--- config.mk ---
export PLATFORM = sky130hd
export DESIGN_NAME = sct_stop_trigger
export DESIGN_NICKNAME = d
export VERILOG_FILES = /design/src/design/sct_pkg.sv /design/src/design/sct_sync2.sv /design/src/design/sct_timer.sv /design/src/design/sct_stop_trigger.sv
export SDC_FILE = /design/constraint.sdc
export NUM_CORES = 1
export LEC_CHECK = 0
export ABC_AREA = 1
export BUFFER_PORTS_ARGS = -buffer_cell sky130_fd_sc_hd__buf_2
export CORE_ASPECT_RATIO = 1.1
export CORE_MARGIN = 10
export CORE_UTILIZATION = 44
export CTS_CLUSTER_DIAMETER = 30
export DETAILED_ROUTE_END_ITERATION = 8
export HOLD_SLACK_MARGIN = 0.12
export PLACE_DENSITY = 0.65
export SETUP_SLACK_MARGIN = 0.02
export SYNTH_ARGS = -nofsm -noshare
export SYNTH_HDL_FRONTEND = slang
export SYNTH_SLANG_ARGS = --single-unit
export TNS_END_PERCENT = 50
--- constraint.sdc ---
create_clock -name clk_sys -period 2.15 [get_ports clk_sys]
set_input_delay 0 -clock clk_sys [delete_from_list [all_inputs] [get_ports clk_sys]]
set_output_delay 0 -clock clk_sys [all_outputs]
set_load 0.02 [all_outputs]
--- src/design/sct_pkg.sv ---
// Purpose: Shared constants and carriers for the stop-condition trigger block.
// Assumes: 50 MHz system clock; register port with one-cycle read latency.
// Notes: Offsets and bit positions are used by the top; offsets also by the testbench.
package sct_pkg;
    localparam int unsigned CLK_HZ = 50000000;
    // Stop setup time (data high after clock high), nanoseconds.
    localparam int unsigned STOP_SETUP_NS = 4000;
    localparam int unsigned STOP_SETUP_CYC_I = (STOP_SETUP_NS * (CLK_HZ / 1000000) + 999) / 1000;
    localparam logic [15:0] STOP_SETUP_CYC = STOP_SETUP_CYC_I[15:0];
    localparam logic [7:0] HOLD_LOW_CYC = 8'h04;
    // Register offsets.
    localparam logic [3:0] OFS_CONTROL = 4'h0;
    localparam logic [3:0] OFS_STATUS = 4'h4;
    // Control register bit positions.
    localparam int unsigned BIT_STOP = 0;
    localparam int unsigned BIT_START = 1;
    localparam int unsigned BIT_WSEL = 3;
    localparam int unsigned BIT_EXIT = 6;
    localparam int unsigned BIT_ENABLE = 7;
    localparam logic [7:0] CONTROL_RESET = 8'h00;

    typedef enum logic [2:0] {
        SCT_IDLE,
        SCT_DATA_LOW,
        SCT_CLK_RELEASE,
        SCT_SETUP,
        SCT_DATA_RISE
    } sct_state_t;

    // Events from the rest of the controller.
    typedef struct packed {
        logic arb_lost;
        logic stop_detected;
        logic is_master;
        logic transmit_status_flag;
        logic ninth_clock;
    } sct_events_t;

    // Drive towards the two bus wires.
    typedef struct packed {
        logic scl_oe;
        logic sda_oe;
    } sct_pins_t;
endpackage

--- src/design/sct_sync2.sv ---
// Purpose: Two-stage reset release synchroniser.
// Assumes: Active-low asynchronous reset input.
// Notes: Only the second stage is used outside.
`timescale 1ns/1ps
module sct_sync2
    import sct_pkg::*;
(
    input wire logic clk_sys,
    input wire logic reset_n,
    output logic rst_sync_n
);
    logic [1:0] stage_reg;

    // Assertion asynchronous, release on two clock edges.
    always_ff @(posedge clk_sys or negedge reset_n)
    begin
        if (!reset_n)
            stage_reg <= 2'h0;
        else
            stage_reg <= {stage_reg[0], 1'b1};
    end

    assign rst_sync_n = stage_reg[1];
endmodule

--- src/design/sct_timer.sv ---
// Purpose: Down counter that paces the stop sequence phases.
// Assumes: Load and enable are synchronous.
// Notes: Done pulses one cycle when the count reaches zero.
`timescale 1ns/1ps
module sct_timer
    import sct_pkg::*;
#(
    parameter int WIDTH = 16
)
(
    input wire logic clk_sys,
    input wire logic rst_n,
    input wire logic ce,
    input wire logic load,
    input wire logic [WIDTH-1:0] load_value,
    output logic done
);
    typedef struct packed {
        logic [WIDTH-1:0] count;
        logic done;
    } sct_tmr_t;
    sct_tmr_t tmr_reg;
    sct_tmr_t tmr_next;

    // Reload wins over counting so a new phase starts cleanly.
    always_comb
    begin
        tmr_next = tmr_reg;
        tmr_next.done = 1'b0;
        if (load)
            tmr_next.count = load_value;
        else if (tmr_reg.count != '0)
        begin
            tmr_next.count = tmr_reg.count - 1'b1;
            tmr_next.done = (tmr_reg.count == {{(WIDTH-1){1'b0}}, 1'b1});
        end
    end

    always_ff @(posedge clk_sys or negedge rst_n)
    begin
        if (!rst_n)
            tmr_reg <= '0;
        else if (ce)
            tmr_reg <= tmr_next;
    end

    assign done = tmr_reg.done;
endmodule

--- src/design/sct_stop_trigger.sv ---
// Purpose: Stop-condition trigger of a two-wire bus controller.
// Assumes: Software follows the set-timing limits; bus wires are open drain.
// Notes: The trigger bit reads zero; the request is held internally.
// Functional notes
// - Set trigger drives data low, then stop
// - Stop needed before first detected stop
// - Eight-clock wait gives stop in ninth high
// - Cleared by loss, stop, exit, disable, reset
// - Transmit flag: release wait, release data
// - Trigger bit reads back as zero
// - Exit is bit 6, enable bit 7
//
// The implementer's own choices: the register offsets and the plain strobed port.
`timescale 1ns/1ps
module sct_stop_trigger
    import sct_pkg::*;
(
    input wire logic clk_sys,
    input wire logic reset_n,
    input wire logic clk_en,
    input wire logic [3:0] reg_addr,
    input wire logic [7:0] reg_wdata,
    input wire logic reg_write,
    input wire logic reg_read,
    output logic [7:0] reg_rdata,
    input wire sct_events_t events,
    input wire logic serial_clock_line_in,
    input wire logic serial_data_line_in,
    output logic serial_clock_line_out,
    output logic serial_clock_line_oe,
    output logic serial_data_line_out,
    output logic serial_data_line_oe,
    output logic wait_release,
    output logic transmit_status_clear,
    output logic stop_busy,
    output logic start_trigger
);
    typedef struct packed {
        sct_state_t state;
        logic stop_pending;
        logic bus_unit_enable;
        logic comm_exit_request;
        logic nine_clock_wait_select;
        logic start_trigger;
        logic wait_release;
        logic transmit_status_clear;
        sct_pins_t pins;
        logic [7:0] rdata;
        logic tx_release_done;
    } sct_core_t;

    sct_core_t core_reg;
    sct_core_t core_next;
    logic rst_n;
    logic timer_load;
    logic [15:0] timer_value;
    logic timer_done;
    logic write_ctrl;
    logic clear_event;
    logic enable_write;
    logic [7:0] ctrl_view;

    sct_sync2 i_sct_sync2 (
        .clk_sys(clk_sys),
        .reset_n(reset_n),
        .rst_sync_n(rst_n)
    );

    sct_timer #(.WIDTH(16)) i_sct_timer (
        .clk_sys(clk_sys),
        .rst_n(rst_n),
        .ce(clk_en),
        .load(timer_load),
        .load_value(timer_value),
        .done(timer_done)
    );

    // Clearing events; disable is a level cause, exit a one-cycle pulse after the write.
    // A write that enables the unit masks the disable cause, so enable and stop may share one write.
    assign write_ctrl = reg_write && (reg_addr == OFS_CONTROL);
    assign enable_write = write_ctrl && reg_wdata[BIT_ENABLE];
    assign clear_event = events.arb_lost || events.stop_detected || core_reg.comm_exit_request
                         || (!core_reg.bus_unit_enable && !enable_write);

    // Control view: trigger bits always read as zero after writing.
    always_comb
    begin
        ctrl_view = 8'h00;
        ctrl_view[BIT_ENABLE] = core_reg.bus_unit_enable;
        ctrl_view[BIT_EXIT] = 1'b0;
        ctrl_view[BIT_WSEL] = core_reg.nine_clock_wait_select;
        ctrl_view[BIT_STOP] = 1'b0;
    end

    // Next-state logic for the whole block.
    always_comb
    begin
        core_next = core_reg;
        timer_load = 1'b0;
        timer_value = 16'h0000;
        core_next.wait_release = 1'b0;
        core_next.transmit_status_clear = 1'b0;
        core_next.comm_exit_request = 1'b0;
        core_next.start_trigger = 1'b0;
        // Register writes.
        if (write_ctrl)
        begin
            core_next.bus_unit_enable = reg_wdata[BIT_ENABLE];
            core_next.comm_exit_request = reg_wdata[BIT_EXIT];
            core_next.nine_clock_wait_select = reg_wdata[BIT_WSEL];
            // Start and stop in one write is illegal; stop is dropped then.
            core_next.start_trigger = reg_wdata[BIT_START];
            if (reg_wdata[BIT_STOP] && !reg_wdata[BIT_START] && reg_wdata[BIT_ENABLE]
                && !reg_wdata[BIT_EXIT] && !core_reg.stop_pending)
                core_next.stop_pending = 1'b1;
        end
        // Read data valid the cycle after the strobe only.
        core_next.rdata = 8'h00;
        if (reg_read)
        begin
            if (reg_addr == OFS_CONTROL)
                core_next.rdata = ctrl_view;
            else if (reg_addr == OFS_STATUS)
                core_next.rdata = {5'h00, core_reg.stop_pending, events.is_master,
                                   core_reg.state != SCT_IDLE};
        end
        // Transmitter release on the ninth clock, once per ninth clock.
        if (events.transmit_status_flag && events.ninth_clock && !core_reg.tx_release_done)
        begin
            core_next.wait_release = 1'b1;
            core_next.transmit_status_clear = 1'b1;
            core_next.pins.sda_oe = 1'b0;
            core_next.tx_release_done = 1'b1;
        end
        if (!events.ninth_clock)
            core_next.tx_release_done = 1'b0;
        // Stop sequence.
        case (core_reg.state)
            SCT_IDLE:
            begin
                if (core_reg.stop_pending && events.is_master)
                begin
                    // The clock is pulled low in the same cycle as the data, so the data fall is not read as a start.
                    core_next.pins.scl_oe = 1'b1;
                    core_next.pins.sda_oe = 1'b1;
                    timer_load = 1'b1;
                    timer_value = {8'h00, HOLD_LOW_CYC};
                    core_next.state = SCT_DATA_LOW;
                end
            end
            SCT_DATA_LOW:
            begin
                if (timer_done)
                begin
                    core_next.pins.scl_oe = 1'b0;
                    core_next.state = SCT_CLK_RELEASE;
                end
            end
            SCT_CLK_RELEASE:
            begin
                // Wait for the wire, a slave may stretch the clock.
                // After an eight-clock wait this released clock is the ninth, so the stop lands in its high phase.
                if (serial_clock_line_in)
                begin
                    timer_load = 1'b1;
                    timer_value = STOP_SETUP_CYC;
                    core_next.state = SCT_SETUP;
                end
            end
            SCT_SETUP:
            begin
                if (timer_done)
                begin
                    core_next.pins.sda_oe = 1'b0;
                    core_next.state = SCT_DATA_RISE;
                end
            end
            SCT_DATA_RISE:
            begin
                // The stop completes once the data wire is seen high.
                if (serial_data_line_in)
                begin
                    core_next.stop_pending = 1'b0;
                    core_next.state = SCT_IDLE;
                end
            end
            default:
                core_next.state = SCT_IDLE;
        endcase
        // Clearing events abort any sequence and release the wires; they win over a same-cycle set.
        if (clear_event)
        begin
            core_next.stop_pending = 1'b0;
            core_next.state = SCT_IDLE;
            core_next.pins = '0;
        end
    end

    // Single state register frozen while the clock enable is low.
    always_ff @(posedge clk_sys or negedge rst_n)
    begin
        if (!rst_n)
        begin
            core_reg <= '0;
            core_reg.state <= SCT_IDLE;
        end
        else if (clk_en)
            core_reg <= core_next;
    end

    // Open-drain wires only ever pull low.
    assign serial_clock_line_out = 1'b0;
    assign serial_data_line_out = 1'b0;
    assign serial_clock_line_oe = core_reg.pins.scl_oe;
    assign serial_data_line_oe = core_reg.pins.sda_oe;
    assign reg_rdata = core_reg.rdata;
    assign wait_release = core_reg.wait_release;
    assign transmit_status_clear = core_reg.transmit_status_clear;
    assign stop_busy = core_reg.stop_pending;
    assign start_trigger = core_reg.start_trigger;

    chk_trigger_reads_zero: assert property (@(posedge clk_sys) disable iff (!rst_n)
        clk_en && reg_read && reg_addr == OFS_CONTROL |=> reg_rdata[BIT_STOP] == 1'b0)
        else $error("Stop trigger read back nonzero.");
    chk_disable_clears: assert property (@(posedge clk_sys) disable iff (!rst_n)
        clk_en && !core_reg.bus_unit_enable && !write_ctrl |=> !stop_busy)
        else $error("Stop request survived disabled unit.");
    chk_arb_clears: assert property (@(posedge clk_sys) disable iff (!rst_n)
        clk_en && events.arb_lost |=> !stop_busy)
        else $error("Stop request survived arbitration loss.");
    chk_detect_clears: assert property (@(posedge clk_sys) disable iff (!rst_n)
        clk_en && events.stop_detected |=> !stop_busy)
        else $error("Stop request survived a detected stop.");
    chk_exit_clears: assert property (@(posedge clk_sys) disable iff (!rst_n)
        clk_en && core_reg.comm_exit_request |=> !stop_busy)
        else $error("Stop request survived an exit request.");
    chk_data_low_first: assert property (@(posedge clk_sys) disable iff (!rst_n)
        $rose(core_reg.state == SCT_DATA_LOW) |-> serial_data_line_oe)
        else $error("Data wire not pulled low at stop start.");
    chk_clock_low_first: assert property (@(posedge clk_sys) disable iff (!rst_n)
        $rose(core_reg.state == SCT_DATA_LOW) |-> serial_clock_line_oe)
        else $error("Clock wire not held low at stop start.");
    chk_setup_before_rise: assert property (@(posedge clk_sys) disable iff (!rst_n)
        $rose(core_reg.state == SCT_SETUP) |-> serial_data_line_oe && !serial_clock_line_oe)
        else $error("Setup phase entered with wrong wire drive.");
    chk_tx_release: assert property (@(posedge clk_sys) disable iff (!rst_n)
        wait_release |-> transmit_status_clear && !serial_data_line_oe)
        else $error("Wait release without data release.");
    chk_release_one_cycle: assert property (@(posedge clk_sys) disable iff (!rst_n)
        clk_en && wait_release |=> !wait_release)
        else $error("Wait release longer than one cycle.");
    chk_start_refuses_stop: assert property (@(posedge clk_sys) disable iff (!rst_n)
        clk_en && write_ctrl && reg_wdata[BIT_START] && !stop_busy |=> !stop_busy)
        else $error("Stop request taken together with start.");
    chk_hold_until_done: assert property (@(posedge clk_sys) disable iff (!rst_n)
        $fell(stop_busy) |-> $past(core_reg.state) == SCT_DATA_RISE || $past(clear_event))
        else $error("Stop request dropped without cause.");
    chk_master_only: assert property (@(posedge clk_sys) disable iff (!rst_n)
        clk_en && core_reg.state == SCT_IDLE && stop_busy && !events.is_master && !clear_event
        |=> core_reg.state == SCT_IDLE)
        else $error("Stop started while not master.");
    // Scenarios worth seeing at least once: full stop, release, abort and a stop seen on the bus.
    cov_stop_done: cover property (@(posedge clk_sys) disable iff (!rst_n) $fell(stop_busy));
    cov_detect_clear: cover property (@(posedge clk_sys) disable iff (!rst_n) stop_busy && events.stop_detected);
    cov_tx_release: cover property (@(posedge clk_sys) disable iff (!rst_n) wait_release);
    cov_abort: cover property (@(posedge clk_sys) disable iff (!rst_n) stop_busy && events.arb_lost);
endmodule

==> impl_metrics.tcl, run 1 <==
set metrics [dict create \
    reg2reg_depth 10 \
    drtIter0Drc 80 \
    grt_antenna_before_repair 0 \
    io_pins 40 \
    grt_pass1_vias 2045 \
    root_buffer "clkbuf_8" \
    syn_to_final_growth_pct 20.3 \
    final_nets 387 \
    yosysWarnings 0 \
    clk_pin_slew_ns 0.07 \
    portBuffers 31 \
    cts_tree "done" \
    post_cts_buffers 0 \
    fin_crit_sh_pct 93.9 \
    drv_cap 0 \
    final_common_cell "nand2_1" \
    vias 2057 \
    placed_cells 387 \
    largest_reg_flops 16 \
    clockBufferDepth 2 \
    slew_violations 0 \
    initial_utilization_pct 45.1 \
    die_y_microns 95.1 \
    synth.avg_cell_area_sq_um 7.30 \
    holdPathStages 5 \
    status "finished clean" \
    layout_common_cells "nand2_1 (89), dfrtp_1 (36), inv_1 (34)" \
    peakVddDrop_mv 0.490 \
    critPathKind "in -> reg" \
    min_to "stop_busy" \
    drt-total-wl_microns 5280 \
    clock.fmax_ghz 0.495 \
    cts_buffers 5 \
    setup_ws_ns 0.130 \
    ys_ff_latch 36 \
    slowest_delay_ns 0.55 \
    routedWlPerCell_microns 12.6 \
    dp.final_hpwl_microns 3760 \
    hold_class "in -> reg" \
    worstSkewPairLatency_ns 0.29 \
    synth_cells 309 \
    r2r-end "i_sct_timer.tmr_reg[12]" \
    place_ws_ns 0.415 \
    path_max_fanout 14 \
    path_common_cell "dlygate4sd3_1" \
    fin_cells 419 \
    grt_pass1_wl_microns 9390 \
    num_antenna_cells 0 \
    crit-reg2reg-launch "core_reg[18]" \
    setup-violations-final 0 \
    synth_top_area_cell "dfrtp_1" \
    place_congestion 0.894 \
    numClockSinks 36 \
    die_w_microns 88.3 \
    drive_gt1_share_pct 16.1 \
    period_needed_ns 2.02 \
    core_sq_um 5000 \
    fin_tns_setup_ns 0 \
    firstDrtPassIters 6 \
    synth_top_area_share_pct 40.0 \
    ys_seq_area_share_pct 40.0 \
    grt_max_degree 35 \
    grt_use_total_pct 13.9 \
    worstPathRequired_ns 2.38 \
    synth_area_leaders "dfrtp_1 (40%), nand2_1 (15%), inv_1 (5.7%)" \
    detail_route.vias_per_cell 4.91 \
    drc_errors 0 \
    grt-ovfl-total 0 \
    dieArea_sq_um 8390 \
    crit_arrival_ns 2.25 \
    synth_cell_types 32 \
    cp-start-kind "input port" \
    fin_skew_ns 0.00176 \
    crit_path_end_kind "register" \
    antenna_left 0 \
    p_leak_uw 0.00142 \
    pwr_density_cell_nw_per_um2 902 \
    hold_start "reg_wdata[0]" \
    crit_path_top_delay_cell "dlygate4sd3_1" \
    crit_family "buffers and inverters" \
    cts_max_level 2 \
    rsz0062_at_grt "no" \
    hold_viol 0 \
    rrSetupSlack_ns 0.41 \
    syn_area_sq_um 2250 \
    crit_chain "dlygate4sd3_1, clkbuf_4, buf_6, nand3_1, dlygate4sd3_1, o21ai_0, dlygate4sd3_1" \
    worst-path-buf-inv 5 \
    num_rows 27 \
]
[report_power, final]
group	switching [uW]	total, uW	internal (uW)
Combinational	598	974	376
Sequential	171	995	823
Clock	253	478	226
Total	1020	2450	1420
[how the worst max path moves through the flow]
stage,start,to,cells after the start
floorplan,i_sct_timer.tmr_reg[1],i_sct_timer.tmr_reg[7],8
global placement,core_reg[18],i_sct_timer.tmr_reg[12],10
detailed placement,core_reg[18],i_sct_timer.tmr_reg[12],10
CTS,clk_en,reg_rdata[1],7
global route,clk_en,reg_rdata[1],7
finish,clk_en,reg_rdata[1],7
[through the flow]
stage          util (%)  hold slack (ns)  power (uW)  area (sq um)
4_1_cts            54.3            0.120        2470          2720
2_1_floorplan         -           -0.296        1750          2270
3_5_place_dp       47.6           -0.211        1940          2380
6_report           54.3            0.127        2450          2710
5_1_grt            54.3            0.174        2690          2710
3_3_place_gp       47.6           -0.215        1930          2380
[cells in the mapped netlist (all sizes together)]
master and n:
nor4 1, xor2 4, o21bai 1, dfrtp 36, a21oi 2, buf 16
nand2 94, o21ai 22, nand4 15, conb 2, inv 38, nand3b 2
nor3 4, o22ai 1, xnor2 2, ha 3, clkbuf 1, o31ai 3
nor2 36, nand3 26
[per-layer routing]
| metal | routed length [microns] | GRT usage, % | vias up |
|---|---|---|---|
| met1 | 2320 | 15.9 | 920 |
| met5 | 0 | 0 | - |
| li1 | - | - | 1081 |
| met4 | 150 | 6.47 | 0 |
| met3 | 262 | 3.41 | 12 |
| met2 | 2550 | 23.8 | 44 |
[final cells by class]
| type | instances | area, sq um |
|---|---|---|
| clock buffers | 5 | 68.8 |
| clock inverters | 3 | 18.8 |
| fillers | 486 | 2290 |
| inverters | 38 | 143 |
| multi-input cells | 222 | 1090 |
| flip-flops and latches | 36 | 901 |
| well taps | 58 | 72.6 |
| repair buffers | 57 | 417 |
[logic make-up after synthesis]
family / synth area share, %
compound gates: 7.10
xor+xnor: 2.33
fa+ha+maj: 1.66
buf+inv: 12.3
flops: 40.0
other cells: 0.333
simple gates: 36.3
[worst min-delay path, cell delays in order]
cell and delay (ns):
buf_2 0.10, nand3_1 0.07, nor3_1 0.05, o21ai_0 0.13
inv_1 0.04
[what timing repair did]
action / 4_1_cts / 5_1_grt
hold buffers: 25 / 0
endpoints found under the setup margin: 0 / 8
endpoints found under the hold margin: 20 / 0
gates resized for setup: 0 / 3
No activity file was read; power rests on OpenSTA's default activity.
==> inputs of run 2 (changes only) <==
--- a/config.mk
+++ b/config.mk
@@ -13,9 +13,9 @@
 export CTS_CLUSTER_DIAMETER = 30
 export DETAILED_ROUTE_END_ITERATION = 8
 export HOLD_SLACK_MARGIN = 0.12
-export PLACE_DENSITY = 0.65
 export SETUP_SLACK_MARGIN = 0.02
 export SYNTH_ARGS = -nofsm -noshare
 export SYNTH_HDL_FRONTEND = slang
+export SYNTH_HIERARCHICAL = 1
 export SYNTH_SLANG_ARGS = --single-unit
 export TNS_END_PERCENT = 50
==> run 2 against run 1 <==
  * Sequential cell count stayed put
  * Sequential power down 6.6%
  * Clock power rose by 29%
  * Worst hold slack improved by 0.023 ns
  * Via count is 9.1% higher
  * Clock-buffer cell count did not move
  * Critical path depth unchanged
  * Core utilization up 0.90 points
  * Critical path type unchanged
  * Critical endpoint is now core_reg[16]
==> impl_metrics.tcl, run 2 <==
set metrics [dict create \
    status "finished clean" \
    holdPathStages 6 \
    synth_cells 354 \
    total_power_uw 2200 \
    die_w_microns 90.9 \
    cts_tree "done" \
    setup_ws_ns 0.112 \
    num_antenna_cells 0 \
    grt_antenna_before_repair 0 \
    placed_area_sq_um 2620 \
    synth_top_area_share_pct 37.0 \
    largest_reg_flops 16 \
    synth_area_leaders "dfrtp_1 (37%), nand2_1 (18%), nor2_1 (8.0%)" \
    dp.final_hpwl_microns 4130 \
    core_sq_um 5360 \
    clock.fmax_ghz 0.491 \
    initial_utilization_pct 45.4 \
    ys_ff_latch 36 \
    rsz0062_at_grt "yes" \
    grt_pass1_vias 2276 \
    firstDrtPassIters 4 \
    reg2reg_depth 9 \
    finish.utilization_pct 55.2 \
    synth_common_cells "nand2_1 (119), nor2_1 (52), dfrtp_1 (36)" \
    slew_violations 0 \
    antenna_left 0 \
    routedWlPerCell_microns 12.2 \
    crit_arrival_ns 2.25 \
    async_flop_share_pct 100 \
    slowest_delay_ns 0.60 \
    dieArea_sq_um 8920 \
    crit_path_top_delay_cell "dlygate4sd3_1" \
    period_needed_ns 2.04 \
    grt_pass1_wl_microns 10600 \
    cts_buffers 5 \
    place_congestion 0.845 \
    multiInputGateArea_sq_um 1310 \
    final_common_cell "nand2_1" \
    synth-edff-count 0 \
    p_leak_uw 0.00155 \
    hold_class "in -> reg" \
    clockBufferDepth 2 \
    syn_to_final_growth_pct 21.4 \
    peakVddDrop_mv 0.387 \
    fin_skew_ns 0.00580 \
    detail_route.vias_per_cell 4.58 \
    drtIter0Drc 86 \
    hold_viol 0 \
    numClockSinks 36 \
    drive_gt1_share_pct 15.9 \
    portBuffers 31 \
    yosysWarnings 6 \
    grt_use_total_pct 13.9 \
    synth_cell_types 36 \
    grt-ovfl-total 0 \
    layout_common_cells "nand2_1 (119), nor2_1 (52), dfrtp_1 (36)" \
    post_cts_buffers 0 \
    drc_errors 0 \
    syn_area_sq_um 2440 \
    fin_crit_sh_pct 94.8 \
    synth_ff_type "dfrtp_1" \
    drv_cap 0 \
    num_rows 28 \
    io_pins 40 \
    synth_most_common_cell "nand2_1" \
    holdWs_ns 0.149 \
    cts_max_level 2 \
    clk_pin_slew_ns 0.08 \
    crit_chain "dlygate4sd3_1, buf_2, nor2_2, dlygate4sd3_1, nand4_1, dlygate4sd3_1, o21ai_0" \
    synth.avg_cell_area_sq_um 6.88 \
    drt-total-wl_microns 6000 \
    critPathKind "in -> reg" \
    place_ws_ns 0.366 \
    fin_area_sq_um 2960 \
    final_nets 441 \
    worstPathRequired_ns 2.36 \
    synth_top_area_cell "dfrtp_1" \
    path_max_fanout 3 \
    vias 2244 \
    grt_max_degree 35 \
    regArea_sq_um 901 \
    nFillCells 541 \
    root_buffer "clkbuf_8" \
    cp-start-kind "input port" \
    path_common_cell "dlygate4sd3_1" \
    worstSkewPairLatency_ns 0.29 \
    crit_path_end_kind "register" \
    ys_seq_area_share_pct 37.0 \
    setup-violations-final 0 \
    pwr_density_cell_nw_per_um2 744 \
    die_y_microns 98.0 \
]
==> run 2: layout make-up <==
type                    instances  area share, %
clock buffers                   5           2.33
clock inverters                 3           1.44
inverters                      37           4.87
multi-input cells             278           44.3
flip-flops and latches         36           30.5
well taps                      75           3.17
repair buffers                 56           13.5
==> run 2: metal layers <==
layer	track usage (%)	share of wire, %	vias to the layer above
met5	0	0	-
met4	3.50	0.53	0
met3	2.91	3.4	5
met2	25.2	50	31
met1	16.2	46	1016
li1	-	-	1192
==> run 2: kinds of logic (layout without fill, tap and decap cells) <==
kind of cell | count (synthesis) | in the layout | share of synthesized area (%)
muxes | 1 | 1 | 0.462
other | 2 | 18 | 0.308
DFF | 36 | 36 | 37.0
buffers and inverters | 56 | 101 | 12.0
adders and majority gates | 3 | 3 | 1.54
xor gates and xnor gates | 4 | 4 | 1.44
and+or+nand+nor | 219 | 219 | 39.8
AOI/OAI and AO/OA | 33 | 33 | 7.55
==> run 2: through the flow <==
step	instances	setup TNS [ns]
2_1_floorplan	370	0
3_3_place_gp	460	0
3_5_place_dp	460	0
4_1_cts	490	0
5_1_grt	490	-0.0221
6_report	490	0
==> run 2: power by group <==
part / total, uW / switching, uW / internal (uW) / leakage [uW]
Sequential: 929 / 137 / 792 / 0.000448
Clock: 617 / 273 / 344 / 0.0000541
Combinational: 655 / 395 / 260 / 0.00104
Total: 2200 / 806 / 1400 / 0.00155
==> run 2: critical path: cells and delay by family <==
| kind | cells | cell delay, ns |
|---|---|---|
| AOI/OAI and AO/OA | 1 | 0.16 |
| and+or+nand+nor | 2 | 0.21 |
| buffers and inverters | 4 | 1.88 |
==> run 2: timing repair <==
item | 4_1_cts | 5_1_grt
hold endpoints to repair | 15 | 0
endpoints found under the setup margin | 0 | 2
hold buffers | 22 | 0
gates resized for setup | 0 | 1
==> run 2: worst paths after layout <==
check / start / endpoint / slack, ns
max: reg_addr[0] / core_reg[16] / 0.11
min: events[3] / core_reg[18] / 0.15
max reg2reg: core_reg[19] / i_sct_timer/tmr_reg[8] / 0.35
min reg2reg: i_sct_sync2/stage_reg[1] / core_reg[19] / 0.28
max in group asynchronous: reset_n / i_sct_sync2/stage_reg[0] / 1.45
min in group asynchronous: i_sct_sync2/stage_reg[1] / core_reg[19] / 0.28
==> inputs of run 3 (changes only) <==
--- a/config.mk
+++ b/config.mk
@@ -12,6 +12,7 @@
 export CORE_UTILIZATION = 44
 export CTS_CLUSTER_DIAMETER = 30
 export DETAILED_ROUTE_END_ITERATION = 8
+export GPL_TIMING_DRIVEN = 0
 export HOLD_SLACK_MARGIN = 0.12
 export SETUP_SLACK_MARGIN = 0.02
 export SYNTH_ARGS = -nofsm -noshare
==> run 3 against run 2 <==
  * Core utilization up 2.8 points
  * Die area unchanged
  * Global-route usage up 0.25 points
  * Worst setup slack worse by 0.00074 ns
  * Register-to-register slack worse by 0.16 ns
  * Combinational power up 2%
  * Cell area up 5.1%
  * Sequential power up 0.9%
  * Clock power down 2%
  * Clock-buffer cell count unchanged
  * Critical endpoint is now reg_rdata[2]
  * Highest routed layer unchanged
==> impl_metrics.tcl, run 3 (same netlist as run 2, synthesis figures left out) <==
set metrics [dict create \
    status "finished clean" \
    crit_family "buffers and inverters" \
    fin_crit_sh_pct 94.8 \
    busiest_layer "met2" \
    io_pins 40 \
    vias 2315 \
    drv_cap 0 \
    drive_gt1_share_pct 18.7 \
    slowest_delay_ns 0.59 \
    dp.final_hpwl_microns 4310 \
    largest_reg_flops 16 \
    clockBufferDepth 2 \
    worstPathRequired_ns 2.35 \
    grt_use_met1_pct 18.0 \
    worstSkewPairLatency_ns 0.29 \
    period_needed_ns 2.04 \
    drc_errors 0 \
    nFillCells 526 \
    p_leak_uw 0.00164 \
    setup_ws_ns 0.111 \
    hold_class "in -> reg" \
    numClockSinks 36 \
    num_rows 28 \
    drt-total-wl_microns 6060 \
    cp-start-kind "input port" \
    pwr_density_cell_nw_per_um2 712 \
    grt_antenna_before_repair 0 \
    rsz0062_at_grt "yes" \
    crit_chain "dlygate4sd3_1, buf_2, nor2_2, dlygate4sd3_1, nand3b_1, dlygate4sd3_1, o31ai_1" \
    worst_pin_slew_ns 0.775 \
    antenna_left 0 \
    initial_utilization_pct 45.4 \
    slew_violations 0 \
    grt_max_degree 35 \
    clock.fmax_ghz 0.491 \
    final_nets 460 \
    root_buffer "clkbuf_8" \
    cts_tree "done" \
    crit_path_top_delay_cell "dlygate4sd3_1" \
    die_w_microns 90.9 \
    grtUsageMet3_pct 2.45 \
    cts_max_level 2 \
    clk_pin_slew_ns 0.08 \
    grt_pass1_vias 2275 \
    worst-path-buf-inv 4 \
    slew_headroom_pct 48.3 \
    firstDrtPassIters 6 \
    place_ws_ns -0.0957 \
    routedWlPerCell_microns 11.9 \
    crit_path_end_kind "register" \
    final_common_cell "nand2_1" \
    use_met2_pct 23.6 \
    die_y_microns 98.0 \
    grt_use_total_pct 14.2 \
    hold_viol 0 \
    fin_skew_ns 0.00206 \
    path_common_cell "dlygate4sd3_1" \
    finish.utilization_pct 58.0 \
    num_antenna_cells 0 \
    peakVddDrop_mv 0.444 \
    dieArea_sq_um 8920 \
    grt-ovfl-total 0 \
    syn_to_final_growth_pct 27.5 \
    drtIter0Drc 61 \
    portBuffers 31 \
    critPathKind "in -> reg" \
    grt_pass1_wl_microns 10700 \
    crit_arrival_ns 2.24 \
    setup-violations-final 0 \
    place_congestion 0.807 \
    detail_route.vias_per_cell 4.55 \
    core_sq_um 5360 \
    path_max_fanout 3 \
    layout_common_cells "nand2_1 (119), nor2_1 (52), inv_1 (35), dfrtp_1 (35), buf_2 (33)" \
    cts_buffers 5 \
]
## run 3: cell types whose count changed in the layout (fill, tap and decap cells not counted), sizes merged
cell	before	now
dlygate4sd3	22	24
clkbuf	5	7
buf	34	49
## run 3: final timing paths
| path | slack (ns) | to | from | cells past startpoint |
|---|---|---|---|---|
| max in group asynchronous | 1.30 | i_sct_timer/tmr_reg[3] | i_sct_sync2/stage_reg[1] | 0 |
| max reg2reg | 0.19 | i_sct_timer/tmr_reg[9] | core_reg[19] | 11 |
| min | 0.14 | i_sct_timer/tmr_reg[9] | clk_en | 4 |
| min in group asynchronous | 0.34 | core_reg[19] | i_sct_sync2/stage_reg[1] | 0 |
| max | 0.11 | reg_rdata[2] | reg_addr[0] | 7 |
| min reg2reg | 0.34 | core_reg[19] | i_sct_sync2/stage_reg[1] | 0 |
## run 3: metal layers
layer  routed length (microns)  vias up
met5                         0        -
met2                      2950       37
met4                        78        0
li1                          -     1227
met1                      2860     1044
met3                       180        7
## run 3: what timing repair did
action / 4_1_cts / 5_1_grt
gates resized for setup: 1 / 1
pin swaps: 0 / 1
hold endpoints to repair: 16 / 0
buffers inserted: 0 / 1
gates cloned: 0 / 0
setup endpoints to repair: 13 / 7
hold buffers: 24 / 0
## run 3: final cells by class
| type | count | area [sq um] | area share (%) |
|---|---|---|---|
| multi-input cells | 278 | 1300 | 42.0 |
| repair buffers | 56 | 403 | 13.0 |
| well taps | 75 | 93.8 | 3.02 |
| plain buffers | 19 | 149 | 4.79 |
| flip-flops and latches | 36 | 902 | 29.0 |
| clock inverters | 3 | 42.5 | 1.37 |
| clock buffers | 5 | 68.8 | 2.22 |
| inverters | 37 | 144 | 4.63 |
## run 3: tightest hold or removal path: stages
cell and delay, ns:
buf_2 0.17, nand3_1 0.10, nor2_1 0.04, nor2_1 0.07
## run 3: report_power, final
group | internal, uW | switching (uW) | leakage (uW)
clock | 343 | 263 | 0.0000541
combinational | 277 | 389 | 0.00113
sequential | 792 | 146 | 0.000447
total | 1410 | 798 | 0.00164
## run 3: metrics by stage
step / power, uW / cell area (sq um) / setup TNS [ns] / hold WS (ns) / std cells
3_3_place_gp: 1580 / 2750 / -0.438 / -0.215 / 476
5_1_grt: 2400 / 3110 / 0 / 0.165 / 509
4_1_cts: 2230 / 3100 / 0 / 0.136 / 508
2_1_floorplan: 1430 / 2500 / 0 / -0.296 / 370
6_report: 2210 / 3110 / 0 / 0.140 / 509
3_5_place_dp: 1580 / 2750 / -0.815 / -0.213 / 476
